<file path="config.mk">
export PLATFORM = sky130hd
export DESIGN_NAME = irwd_top
export DESIGN_NICKNAME = d
export VERILOG_FILES = /design/src/core/irwd_pkg.sv /design/src/core/irwd_meter_if.sv /design/src/core/irwd_meter.sv /design/src/core/irwd_top.sv
export VERILOG_INCLUDE_DIRS = /design/src /design/src/core
export SDC_FILE = /design/constraint.sdc
export NUM_CORES = 1
export LEC_CHECK = 0
export ABC_AREA = 1
export BUFFER_PORTS_ARGS = -buffer_cell sky130_fd_sc_hd__buf_2
export CELL_PAD_IN_SITES_DETAIL_PLACEMENT = 1
export CELL_PAD_IN_SITES_GLOBAL_PLACEMENT = 1
export CORE_MARGIN = 10
export CORE_UTILIZATION = 30
export CTS_CLUSTER_SIZE = 10
export DETAILED_ROUTE_END_ITERATION = 7
export GPL_ROUTABILITY_DRIVEN = 0
export PLACE_DENSITY_LB_ADDON = 0.05
export RECOVER_POWER = 50
export SLEW_MARGIN = 20
export SYNTH_ARGS = -nofsm -noshare
export SYNTH_HDL_FRONTEND = slang
export SYNTH_HIERARCHICAL = 1
export SYNTH_SLANG_ARGS = --single-unit
</file>
<file path="constraint.sdc">
create_clock -name CLK_SYS_IN -period 3.1 [get_ports CLK_SYS_IN]
set_input_delay 0.93 -clock CLK_SYS_IN [delete_from_list [all_inputs] [get_ports CLK_SYS_IN]]
set_output_delay 0.93 -clock CLK_SYS_IN [all_outputs]
set_load 0.01 [all_outputs]
</file>
<file path="src/core/irwd_defines.svh">
// register offsets, field positions, reset values and timing counts of the ir wake decoder
`ifndef IRWD_DEFINES_SVH
`define IRWD_DEFINES_SVH

// ****************************************************************
// register offsets
// ****************************************************************
`define IRWD_OFS_CONTROL 8'h13
`define IRWD_OFS_ADDRESS 8'h15
`define IRWD_OFS_MASK 8'h16
`define IRWD_OFS_RX_ADDRESS 8'h17
`define IRWD_OFS_W0_LOW 8'h18
`define IRWD_OFS_W0_HIGH 8'h19
`define IRWD_OFS_W1_LOW 8'h1A
`define IRWD_OFS_W1_HIGH 8'h1B
`define IRWD_OFS_W2_LOW 8'h1C
`define IRWD_OFS_W2_HIGH 8'h1D
`define IRWD_OFS_W3_LOW 8'h1E
`define IRWD_OFS_W3_HIGH 8'h1F

// ****************************************************************
// control fields and window write mask
// ****************************************************************
`define IRWD_CTL_EN_BIT 0
`define IRWD_CTL_INV_BIT 2
`define IRWD_CTL_SEL_BIT 3
`define IRWD_CTL_PROTO_LSB 4
`define IRWD_CTL_PROTO_MSB 5
`define IRWD_CTL_WR_MASK 8'h3D
`define IRWD_PROTO_RC5 2'h0
`define IRWD_PROTO_PDIST 2'h1
`define IRWD_WIN_NARROW_MASK 8'h1F

// ****************************************************************
// reset values
// ****************************************************************
`define IRWD_RST_CONTROL 8'h00
`define IRWD_RST_ADDRESS 8'h00
`define IRWD_RST_MASK 8'hE0
`define IRWD_RST_RX_ADDRESS 8'h00
`define IRWD_RST_W0_LOW 8'h10
`define IRWD_RST_W0_HIGH 8'h14
`define IRWD_RST_W1_LOW 8'h07
`define IRWD_RST_W1_HIGH 8'h0B
`define IRWD_RST_W2_LOW 8'h50
`define IRWD_RST_W2_HIGH 8'h64
`define IRWD_RST_W3_LOW 8'h28
`define IRWD_RST_W3_HIGH 8'h32

// ****************************************************************
// timing and message layout
// ****************************************************************
`define IRWD_CLK_PERIOD_NS 10
`define IRWD_TICK_TIME_NS 100000
`define IRWD_TICK_CYCLES (`IRWD_TICK_TIME_NS / `IRWD_CLK_PERIOD_NS)
`define IRWD_WIDTH_SAT 8'hFF
`define IRWD_RC5_ADDR_FIRST 4'h3
`define IRWD_RC5_ADDR_LAST 4'h7
`define IRWD_PDIST_ADDR_LAST 4'h7

`endif

</file>
<file path="src/core/irwd_pkg.sv">
// types shared by the ir wake decoder modules
package irwd_pkg;

    typedef enum logic [5:0] {
        ST_SEARCH = 6'h01,
        ST_PD_HDR = 6'h02,
        ST_PD_GAP = 6'h04,
        ST_PD_BITS = 6'h08,
        ST_RC5_BITS = 6'h10,
        ST_QUIET = 6'h20
    } irwd_state_t;

    typedef struct packed {
        logic [7:0] control;
        logic [7:0] address;
        logic [7:0] mask;
        logic [7:0] rx_address;
        logic [7:0] w0_low;
        logic [7:0] w0_high;
        logic [7:0] w1_low;
        logic [7:0] w1_high;
        logic [7:0] w2_low;
        logic [7:0] w2_high;
        logic [7:0] w3_low;
        logic [7:0] w3_high;
        irwd_state_t state;
        logic [4:0] half;
        logic [3:0] nbits;
        logic [7:0] high_width;
        logic [7:0] rdata;
        logic match;
        logic busy;
    } irwd_core_t;

    typedef struct packed {
        logic [1:0] sync1;
        logic [1:0] sync2;
        logic [1:0] sync3;
        logic [1:0] stable;
        logic level;
        logic [15:0] prescale;
        logic [7:0] count;
        logic edge_seen;
        logic seg_level;
        logic [7:0] width;
    } irwd_meter_t;

endpackage

</file>
<file path="src/core/irwd_meter_if.sv">
// link between the decoder core and the pulse meter
`timescale 1ns/10ps
interface irwd_meter_if;
    logic sel_b;
    logic invert;
    logic edge_seen;
    logic level;
    logic [7:0] width;
    logic sat;

    modport core (output sel_b, output invert,
                  input edge_seen, input level, input width, input sat);
    modport meter (input sel_b, input invert,
                   output edge_seen, output level, output width, output sat);
endinterface

</file>
<file path="src/core/irwd_meter.sv">
// input conditioning and segment width meter in 0.1 ms ticks
`timescale 1ns/10ps
`include "irwd_defines.svh"
module irwd_meter #(
    parameter int TICK_CYCLES = `IRWD_TICK_CYCLES
) (
    input wire logic clk_in,
    input wire logic rst_n_in,
    input wire logic soft_rst_in,
    input wire logic ce_in,
    input wire logic rx_a_in,
    input wire logic rx_b_in,
    irwd_meter_if.meter mi
);
    localparam logic [15:0] TICK_LAST = 16'(TICK_CYCLES - 1);

    irwd_pkg::irwd_meter_t cur_ff;
    irwd_pkg::irwd_meter_t nxt_ff;
    logic sel_level;
    logic line_level;

    always_comb begin
        nxt_ff = cur_ff;
        nxt_ff.sync1 = {rx_b_in, rx_a_in};
        nxt_ff.sync2 = cur_ff.sync1;
        nxt_ff.sync3 = cur_ff.sync2;
        // a change counts only once the second and third stages agree
        nxt_ff.stable = (cur_ff.sync2 & ~(cur_ff.sync2 ^ cur_ff.sync3))
                      | (cur_ff.stable & (cur_ff.sync2 ^ cur_ff.sync3));
        sel_level = mi.sel_b ? cur_ff.stable[1] : cur_ff.stable[0];
        line_level = sel_level ^ mi.invert;
        nxt_ff.edge_seen = 1'b0;
        if (line_level != cur_ff.level) begin
            nxt_ff.level = line_level;
            nxt_ff.edge_seen = 1'b1;
            nxt_ff.seg_level = cur_ff.level;
            nxt_ff.width = cur_ff.count;
            nxt_ff.count = 8'h00;
            nxt_ff.prescale = 16'h0000;
        end else if (cur_ff.prescale == TICK_LAST) begin
            nxt_ff.prescale = 16'h0000;
            if (cur_ff.count != `IRWD_WIDTH_SAT) begin
                nxt_ff.count = cur_ff.count + 8'h01;
            end
        end else begin
            nxt_ff.prescale = cur_ff.prescale + 16'h0001;
        end
    end

    always_ff @(posedge clk_in) begin
        if (!rst_n_in || soft_rst_in) begin
            cur_ff <= '0;
        end else if (ce_in) begin
            cur_ff <= nxt_ff;
        end
    end

    assign mi.edge_seen = cur_ff.edge_seen;
    assign mi.level = cur_ff.seg_level;
    assign mi.width = cur_ff.width;
    assign mi.sat = (cur_ff.count == `IRWD_WIDTH_SAT);
endmodule

</file>
<file path="src/core/irwd_top.sv">
// ir remote wake-up decoder: registers, protocol decoding and address match
//
// Implementation choice: strobed register access.
`timescale 1ns/10ps
`include "irwd_defines.svh"

module irwd_top #(
    parameter int TICK_CYCLES = `IRWD_TICK_CYCLES
) (
    input wire logic CLK_SYS_IN,
    input wire logic RST_N_IN,
    input wire logic CE_IN,
    input wire logic SOFT_RST_IN,
    input wire logic [7:0] REG_ADDR_IN,
    input wire logic [7:0] REG_WDATA_IN,
    input wire logic REG_WR_IN,
    input wire logic REG_RD_IN,
    input wire logic IR_RECEIVE_INPUT_A_IN,
    input wire logic IR_RECEIVE_INPUT_B_IN,
    output logic [7:0] REG_RDATA_OUT,
    output logic IR_WAKE_MATCH_OUT,
    output logic IR_DECODER_BUSY_OUT
);

    // ****************************************************************
    // constants and helpers
    // ****************************************************************
    localparam irwd_pkg::irwd_core_t CORE_RESET = '{
        control: `IRWD_RST_CONTROL,
        address: `IRWD_RST_ADDRESS,
        mask: `IRWD_RST_MASK,
        rx_address: `IRWD_RST_RX_ADDRESS,
        w0_low: `IRWD_RST_W0_LOW,
        w0_high: `IRWD_RST_W0_HIGH,
        w1_low: `IRWD_RST_W1_LOW,
        w1_high: `IRWD_RST_W1_HIGH,
        w2_low: `IRWD_RST_W2_LOW,
        w2_high: `IRWD_RST_W2_HIGH,
        w3_low: `IRWD_RST_W3_LOW,
        w3_high: `IRWD_RST_W3_HIGH,
        state: irwd_pkg::ST_SEARCH,
        half: 5'h00,
        nbits: 4'h0,
        high_width: 8'h00,
        rdata: 8'h00,
        match: 1'b0,
        busy: 1'b0
    };

    // inclusive limits; a 9-bit width covers summed pulse-distance intervals
    function automatic logic in_window(input logic [8:0] w, input logic [7:0] lo,
                                       input logic [7:0] hi);
        in_window = (w >= {1'b0, lo}) && (w <= {1'b0, hi});
    endfunction

    function automatic logic masked_equal(input logic [7:0] rx, input logic [7:0] ref_addr,
                                          input logic [7:0] msk);
        masked_equal = (((rx ^ ref_addr) & ~msk) == 8'h00);
    endfunction

    irwd_pkg::irwd_core_t cur_ff;
    irwd_pkg::irwd_core_t nxt_ff;
    irwd_meter_if mi ();

    logic rise;
    logic fall;
    logic [8:0] seg_w;
    logic [8:0] interval;
    logic fit_w0;
    logic fit_w1;
    logic [1:0] proto;
    logic enabled;
    logic [3:0] bit_idx;
    logic [7:0] shifted;

    // ****************************************************************
    // pulse meter
    // ****************************************************************
    irwd_meter #(
        .TICK_CYCLES(TICK_CYCLES)
    ) u_meter (
        .clk_in(CLK_SYS_IN),
        .rst_n_in(RST_N_IN),
        .soft_rst_in(SOFT_RST_IN),
        .ce_in(CE_IN),
        .rx_a_in(IR_RECEIVE_INPUT_A_IN),
        .rx_b_in(IR_RECEIVE_INPUT_B_IN),
        .mi(mi.meter)
    );

    assign mi.sel_b = cur_ff.control[`IRWD_CTL_SEL_BIT];
    assign mi.invert = cur_ff.control[`IRWD_CTL_INV_BIT];

    // ****************************************************************
    // next state
    // ****************************************************************
    always_comb begin
        nxt_ff = cur_ff;
        nxt_ff.match = 1'b0;
        nxt_ff.rdata = 8'h00;
        proto = cur_ff.control[`IRWD_CTL_PROTO_MSB:`IRWD_CTL_PROTO_LSB];
        enabled = cur_ff.control[`IRWD_CTL_EN_BIT];
        // a rising edge ends a low segment, a falling edge a high one
        rise = mi.edge_seen && !mi.level;
        fall = mi.edge_seen && mi.level;
        seg_w = {1'b0, mi.width};
        interval = {1'b0, cur_ff.high_width} + seg_w;
        fit_w0 = 1'b0;
        fit_w1 = 1'b0;
        bit_idx = cur_ff.half[4:1];
        shifted = cur_ff.rx_address;

        // register writes; reserved bits are stored as zero
        if (REG_WR_IN) begin
            unique case (REG_ADDR_IN)
                `IRWD_OFS_CONTROL: nxt_ff.control = REG_WDATA_IN & `IRWD_CTL_WR_MASK;
                `IRWD_OFS_ADDRESS: nxt_ff.address = REG_WDATA_IN;
                `IRWD_OFS_MASK: nxt_ff.mask = REG_WDATA_IN;
                `IRWD_OFS_W0_LOW: nxt_ff.w0_low = REG_WDATA_IN & `IRWD_WIN_NARROW_MASK;
                `IRWD_OFS_W0_HIGH: nxt_ff.w0_high = REG_WDATA_IN & `IRWD_WIN_NARROW_MASK;
                `IRWD_OFS_W1_LOW: nxt_ff.w1_low = REG_WDATA_IN & `IRWD_WIN_NARROW_MASK;
                `IRWD_OFS_W1_HIGH: nxt_ff.w1_high = REG_WDATA_IN & `IRWD_WIN_NARROW_MASK;
                `IRWD_OFS_W2_LOW: nxt_ff.w2_low = REG_WDATA_IN;
                `IRWD_OFS_W2_HIGH: nxt_ff.w2_high = REG_WDATA_IN;
                `IRWD_OFS_W3_LOW: nxt_ff.w3_low = REG_WDATA_IN;
                `IRWD_OFS_W3_HIGH: nxt_ff.w3_high = REG_WDATA_IN;
                default: nxt_ff.control = cur_ff.control;
            endcase
        end

        // read data stand only in the cycle after the strobe
        if (REG_RD_IN) begin
            unique case (REG_ADDR_IN)
                `IRWD_OFS_CONTROL: nxt_ff.rdata = cur_ff.control;
                `IRWD_OFS_ADDRESS: nxt_ff.rdata = cur_ff.address;
                `IRWD_OFS_MASK: nxt_ff.rdata = cur_ff.mask;
                `IRWD_OFS_RX_ADDRESS: nxt_ff.rdata = cur_ff.rx_address;
                `IRWD_OFS_W0_LOW: nxt_ff.rdata = cur_ff.w0_low;
                `IRWD_OFS_W0_HIGH: nxt_ff.rdata = cur_ff.w0_high;
                `IRWD_OFS_W1_LOW: nxt_ff.rdata = cur_ff.w1_low;
                `IRWD_OFS_W1_HIGH: nxt_ff.rdata = cur_ff.w1_high;
                `IRWD_OFS_W2_LOW: nxt_ff.rdata = cur_ff.w2_low;
                `IRWD_OFS_W2_HIGH: nxt_ff.rdata = cur_ff.w2_high;
                `IRWD_OFS_W3_LOW: nxt_ff.rdata = cur_ff.w3_low;
                `IRWD_OFS_W3_HIGH: nxt_ff.rdata = cur_ff.w3_high;
                default: nxt_ff.rdata = 8'h00;
            endcase
        end

        // ************************************************************
        // decoder
        // ************************************************************
        unique case (cur_ff.state)
            irwd_pkg::ST_SEARCH: begin
                if (rise && proto == `IRWD_PROTO_RC5) begin
                    // the first half of start bit is idle-low and unseen
                    nxt_ff.state = irwd_pkg::ST_RC5_BITS;
                    nxt_ff.half = 5'h01;
                    nxt_ff.rx_address = 8'h00;
                end else if (rise && proto == `IRWD_PROTO_PDIST) begin
                    nxt_ff.state = irwd_pkg::ST_PD_HDR;
                end
            end
            irwd_pkg::ST_PD_HDR: begin
                if (fall) begin
                    if (in_window(seg_w, cur_ff.w2_low, cur_ff.w2_high)) begin
                        nxt_ff.state = irwd_pkg::ST_PD_GAP;
                    end else begin
                        nxt_ff.state = irwd_pkg::ST_SEARCH;
                    end
                end
            end
            irwd_pkg::ST_PD_GAP: begin
                if (rise) begin
                    if (in_window(seg_w, cur_ff.w3_low, cur_ff.w3_high)) begin
                        nxt_ff.state = irwd_pkg::ST_PD_BITS;
                        nxt_ff.nbits = 4'h0;
                    end else begin
                        nxt_ff.state = irwd_pkg::ST_SEARCH;
                    end
                end
            end
            irwd_pkg::ST_PD_BITS: begin
                if (fall) begin
                    nxt_ff.high_width = mi.width;
                end else if (rise) begin
                    fit_w0 = in_window(interval, cur_ff.w0_low, cur_ff.w0_high);
                    fit_w1 = in_window(interval, cur_ff.w1_low, cur_ff.w1_high);
                    if (!fit_w0 && !fit_w1) begin
                        nxt_ff.state = irwd_pkg::ST_SEARCH;
                    end else begin
                        // address arrives least significant bit first
                        shifted = {fit_w1 && !fit_w0, cur_ff.rx_address[7:1]};
                        nxt_ff.rx_address = shifted;
                        nxt_ff.nbits = cur_ff.nbits + 4'h1;
                        if (cur_ff.nbits == `IRWD_PDIST_ADDR_LAST) begin
                            nxt_ff.match = enabled
                                && masked_equal(shifted, cur_ff.address, cur_ff.mask);
                            nxt_ff.state = irwd_pkg::ST_QUIET;
                        end
                    end
                end
            end
            irwd_pkg::ST_RC5_BITS: begin
                if (mi.edge_seen) begin
                    fit_w1 = in_window(seg_w, cur_ff.w1_low, cur_ff.w1_high);
                    fit_w0 = !fit_w1
                        && in_window(seg_w, cur_ff.w0_low, cur_ff.w0_high);
                    if (!fit_w0 && !fit_w1) begin
                        nxt_ff.state = irwd_pkg::ST_SEARCH;
                    end else begin
                        nxt_ff.half = cur_ff.half + (fit_w0 ? 5'h02 : 5'h01);
                        // the level of a cell's second half is the bit value
                        if ((cur_ff.half[0] || fit_w0) && bit_idx >= `IRWD_RC5_ADDR_FIRST) begin
                            shifted = {cur_ff.rx_address[6:0], mi.level};
                            nxt_ff.rx_address = shifted;
                            if (bit_idx == `IRWD_RC5_ADDR_LAST) begin
                                // top three bits stay masked by software in this mode
                                nxt_ff.match = enabled
                                    && masked_equal(shifted, cur_ff.address, cur_ff.mask);
                                nxt_ff.state = irwd_pkg::ST_QUIET;
                            end
                        end
                    end
                end
            end
            irwd_pkg::ST_QUIET: begin
                // command bits are ignored until the line rests
                nxt_ff.state = irwd_pkg::ST_QUIET;
            end
            default: nxt_ff.state = irwd_pkg::ST_SEARCH;
        endcase

        // a segment longer than the meter range ends any message
        if (mi.sat && cur_ff.state != irwd_pkg::ST_SEARCH) begin
            nxt_ff.state = irwd_pkg::ST_SEARCH;
        end
        nxt_ff.busy = (nxt_ff.state != irwd_pkg::ST_SEARCH);
    end

    // ****************************************************************
    // state register
    // ****************************************************************
    always_ff @(posedge CLK_SYS_IN) begin
        if (!RST_N_IN || SOFT_RST_IN) begin
            cur_ff <= CORE_RESET;
        end else if (CE_IN) begin
            cur_ff <= nxt_ff;
        end
    end

    assign REG_RDATA_OUT = cur_ff.rdata;
    assign IR_WAKE_MATCH_OUT = cur_ff.match;
    assign IR_DECODER_BUSY_OUT = cur_ff.busy;
endmodule

</file>
; Word level (Yosys, flattened, before mapping)
; Cells that the tools add are included.
[totals]
word_cells = 196
regBits = 157
input_bits = 24
out_inout_bits = 10
[op_classes]
reduce_logical = 51
n_eq_ne = 36
muxes = 51
bitwise = 11
addsub = 5
order_cmp = 13
[op_table]
columns = op, count
row1 = $eq 8x5->1 const B, 12
row2 = $pmux 8 s12, 1
row3 = $mux 8, 10
row4 = $mux 6, 12
row5 = $reduce_and 3->1, 13
row6 = $pmux 6 s6, 1
row7 = $mux 24, 1
row8 = $mux 4, 6
row9 = $pmux 8 s3, 1
row10 = $ge 9x5->1, 2
row11 = $le 9x5->1, 2
row12 = $logic_and 1x1->1, 18
row13 = $add 16x1->16 const B, 1
row14 = $and 8x8->8, 2
row15 = $eq 16x14->1 const B, 1
row16 = $ge 8x5->1, 2
row17 = $ge 8x8->1, 2
row18 = $le 8x5->1, 2
row19 = $le 8x8->1, 2
row20 = $logic_not 8->1, 2
row21 = $mux 16, 1
row22 = $ne 2x2->1 const B, 8
row23 = $xor 8x8->8, 2
row24 = $ne 6x1->1 const B, 2
row25 = other kinds (41), 61

; Logic depth before layout (Yosys ltp)
[depth]
depth_word = 14
ltp_mapped = 22
mapped_depth_nobuf = 21

; By module
; Netlist, hierarchy kept.
[modules_own_cells]
columns = mod, area_per_inst_um2, instances, cells_per_inst, seq_area_each_um2
row1 = irwd_top, 7687.4, 1, 1094, 2282.2
row2 = irwd_meter, 2282.2, 1, 308, 860.8

; Worst setup path before layout
; No wires, ideal clock.
[synth_timing]
path_kind = flip-flop to flip-flop
start = reg u_meter.cur_ff, in the netlist u_meter/mi.width[0]
end = reg cur_ff[101] (netlist name)
path_stages_with_launch = 23
setup_ns = 0.114
setup_slack_ns = 0.273
path_buffers = 1
required_time_ns = 2.986
t_arrival_ns = 2.713
synth_period_minus_slack_ns = 2.827
cell_sequence = dfxtp_1 buf_4 ha_1 inv_1 fa_1 inv_1 nand3_1 nand2_1 xor2_1 ha_1 nand2_1 inv_1 nand4_1 a21boi_0 nor2_1 nand2_1 nand2_1 nand2_2 nand2_2 nand2_1 nor2_4 o21ai_1 nor2_1
[synth_rtl]
columns = element, line_no
row1 = from (decl), irwd_meter.sv:17  ; irwd_pkg::irwd_meter_t cur_ff;
row2 = from (signal assigned), irwd_meter.sv:54  ; cur_ff <= nxt_ff;

==> results.md <==
- Seq pwr share: 0.450
- Crit-path max cell delay: 430 ps
- CTS Buffer Depth: 2
- Fmax: 0.3294 GHz
- Avg WL per Cell: 18.62 um
- Combinational power share: 0.057
- Pint: 3393 uW
- Dpl hpwl: 27320 um
- Sw Share: 0.2500
- Drt pass-1 iters: 5
- Status: finished, final reports clean
- Final non-filler cell total: 1920
- Actual slew at the worst max-slew pin: 997.2 ps
- Post-layout util: 0.3561
- Post-synthesis sequential area ratio: 0.3153
- Die footprint: 0.04092 mm2
- Reg2Reg Setup Slack: 60 ps
- Worst r2r dst: cur_ff[98]
- DIE WIDTH: 202.3 um
- Worst R2R Start: u_meter/mi.width[0]
- Worst path top cell family by delay: simple AND/OR/NAND/NOR gates
- H-tree Lvls: 4
- Crit path from: u_meter/mi.width[0]
- CTS Buf Count: 17
- Clock-pin slew on the worst setup and hold paths: 70 ps
- Hold path start: u_meter/cur_ff[41]
- WL final: 35740 um
- DR vias: 9543
- YS warnings: 6
- Synth cell types: 51
- CP startpoint kind: register
- Num ports: 34
- Crit share post-route: 0.9792
- CP required: 3440 ps
- Max-slew violations: 0
- Mapped Nets: 1514
- DRT antenna net count: 0
- FF-to-FF path depth: 21
- Top-area cell type share of the netlist area: 0.3153
- # fillers: 4178
- GRT Residual Overflow: 0
- Cells after Synth: 1402
- RSZ-0062 raised after global routing: yes
- Worst Setup EP: cur_ff[98]
- Final #Nets: 1578
- Die Height: 202.3 um
- Vias in the first global route: 9653
- Max Cap Viol: 0
- N_diodes: 0
- All-Layer GR Usage: 0.1758
- First-pass GRT wire length: 56350 um
- Top cells by area, synth: dfxtp_1 32%, ha_1 11%, a21oi_1 8.4%, nand2_1 8.4%, inv_1 7.0%
- CTS Root Cell: clkbuf_16
- Area leader, netlist: dfxtp_1
- Critical-path maximum fanout: 8
- Worst path slowest cell: fa_2
- Relative slew slack: 0.3352
- Setup slack after layout: 64.41 ps
- Buffers on Ports: 33
- Clk_skew: 10.97 ps
- Max VDD drop: 0.3923 mV
- Core Footprint: 0.03270 mm2
- Clock sink total: 157
- # hold bufs at CTS: 0
- Fraction of layout cells with a size suffix above 1: 0.1468
- Switch Pwr: 1131 uW
- CTS tree: yes
- Critical Path AT: 3380 ps
- Via density: 4.970
- Largest net degree at the start of global routing: 86
- CP endpoint kind: register
- Power share of the clock group: 0.493
- Placement Setup Slack: -193.1 ps
- Flops & latches, synth: 157
- Initial antenna violation count: 0
- Worst skew pair latency: 450 ps
- Setup tns final: 0 ps
- Syn_area_per_cell: 7.111 um2
- Critical path type: reg -> reg
- DR iter-0 viols: 435
- Initial core utilization: 0.3049
- Crit path buf inv count: 4
- Static Leak: 0.004841 uW
- Mapped Area: 0.009970 mm2
- CP cell instances: ha_4 > inv_2 > fa_2 > inv_2 > nand3_2 > nand2_2 > xor2_2 > ha_1 > nand2_1 > inv_2 > nand4_1 > a21boi_2 > nor2_1 > nand2_1 > nand2_2 > nand2_4 > nand2_4 > buf_6 > nand4_4 > nor2_2 > nor2_1
- Levels on crit path: 21
- Fin. Hold Viols: 0
- CP most frequent cell: inv_2
- Pwr/cell area: 388.4 mW/mm2
- Min cycle time layout: 3036 ps
- Row count: 66
- Hold Crit Class: reg -> reg
- # setup viols final: 0
- Syn-to-layout area delta: 16.82%
- DRC Markers: 0
- Placed cell count: 1879
-- layer usage --
| layer | vias to the layer above | global-route usage | routed length (um) | share of wire |
|---|---|---|---|---|
| met5 | - | 0 | 0 | 0 |
| met4 | 0 | 0.03970 | 303 | 0.0085 |
| met3 | 17 | 0.02815 | 1003 | 0.028 |
| met2 | 102 | 0.2828 | 16530 | 0.46 |
| met1 | 4574 | 0.2408 | 17910 | 0.50 |
| li1 | 4850 | - | - | - |
-- how the worst min path moves through the flow --
stage                          to  slack [ps]  cells after the start
2_1_floorplan          cur_ff[34]         430                      2
5_1_grt          REG_RDATA_OUT[6]         490                      2
3_3_place_gp           cur_ff[37]         450                      2
4_1_cts        u_meter/cur_ff[39]         460                      2
3_5_place_dp   u_meter/cur_ff[39]         450                      2
6_report       u_meter/cur_ff[39]         460                      2
-- power by group through the flow --
| stage | logic (uW) | registers (uW) | clock network [uW] |
|---|---|---|---|
| final | 257 | 2040 | 2230 |
| after global routing | 289 | 2040 | 2390 |
| after CTS | 260 | 2040 | 2310 |
| after detailed placement | 258 | 2080 | 0 |
| after global placement | 255 | 2080 | 0 |
| after floorplan | 160 | 2080 | 0 |
-- cell families (layout without fill, tap and decap cells) --
| group | after synthesis | after routing | share of synthesized area |
|---|---|---|---|
| xor gates and xnor gates | 13 | 13 | 0.01142 |
| and+or+nand+nor | 526 | 526 | 0.2564 |
| buffers and inverters | 254 | 330 | 0.1067 |
| adders and majority gates | 88 | 88 | 0.1119 |
| AOI/OAI and AO/OA | 364 | 364 | 0.1983 |
| DFF | 157 | 157 | 0.3153 |
-- Yosys cell counts (all sizes together) --
| cell | number |
|---|---|
| a21oi | 170 |
| dfxtp | 157 |
| nor4 | 4 |
| a21boi | 1 |
| nand2 | 240 |
| a221oi | 9 |
| nand3b | 3 |
| fa | 2 |
| a31oi | 3 |
| nand4 | 35 |
| nor2 | 124 |
| xor2 | 10 |
| ha | 86 |
| o21a | 3 |
| and2 | 4 |
| o21ai | 127 |
| nor3 | 26 |
| o211ai | 8 |
| o31ai | 2 |
| xnor2 | 3 |
| inv | 197 |
| a211oi | 1 |
| clkbuf | 19 |
| clkinv | 4 |
| nand3 | 80 |
| o22ai | 38 |
| or2 | 3 |
| buf | 34 |
| o221ai | 1 |
| nor3b | 7 |
| a32o | 1 |
-- what timing repair did --
action,in CTS,in global routing
pin swaps,2,24
resized for setup,8,43
setup buffers,1,9
setup endpoints to repair,18,18
endpoints found under the hold margin,0,0
-- worst register-to-register path, stage by stage (launching register included) --
cell	delay [ps]
dfxtp_4	370
ha_4	140
inv_2	40
fa_2	430
inv_2	90
nand3_2	60
nand2_2	90
xor2_2	80
ha_1	300
nand2_1	70
inv_2	50
nand4_1	70
a21boi_2	160
nor2_1	100
nand2_1	90
nand2_2	80
nand2_4	100
nand2_4	120
buf_6	100
nand4_4	190
nor2_2	170
nor2_1	40
-- cell type report --
cell class,instances,area (um2),area share
Tap cell,442,553.0,0.04749
Inverter,201,757.0,0.06500
Timing Repair Buffer,98,680.7,0.05844
Sequential cell,157,3152,0.2706
Clock buffer,19,452.9,0.03889
Multi-Input combinational cell,991,5907,0.5072
Clock inverter,12,143.9,0.01235
-- flip-flops by register name (all words and copies together), names as in the netlist, named ones only --
signal                count
bit_idx                   4
u_meter/mi.level          1
cur_ff                  100
IR_WAKE_MATCH_OUT         1
u_meter/mi.width          8
u_meter/cur_ff           31
REG_RDATA_OUT             8
IR_DECODER_BUSY_OUT       1
u_meter/mi.edge_seen      1
-- through the flow --
step           area [um2]  power [uW]  hold slack (ps)
2_1_floorplan        9970        2242            428.9
3_3_place_gp        10860        2340            445.1
3_5_place_dp        10860        2343            452.3
4_1_cts             11510        4608            464.2
5_1_grt             11650        4717            489.5
6_report            11650        4524            461.4
-- placed cells by master, fill, tap and decap left out, drive strengths merged, types with 3 or more instances in the layout --
cell and n:
ha 86, xor2 10, buf 78, o21a 3, clkinv 11, xnor2 3
nand2 240, inv 197, o21ai 127, nand4 35, or2 3, nand3b 3
a31oi 3, o22ai 38, nor3 26, nor4 4, dfxtp 157, a221oi 9
a21oi 170, o211ai 8, nand3 80, nor3b 7, nor2 124, bufinv 3
clkbuf 39, and2 4
No activity file was read; power rests on OpenSTA's default activity.
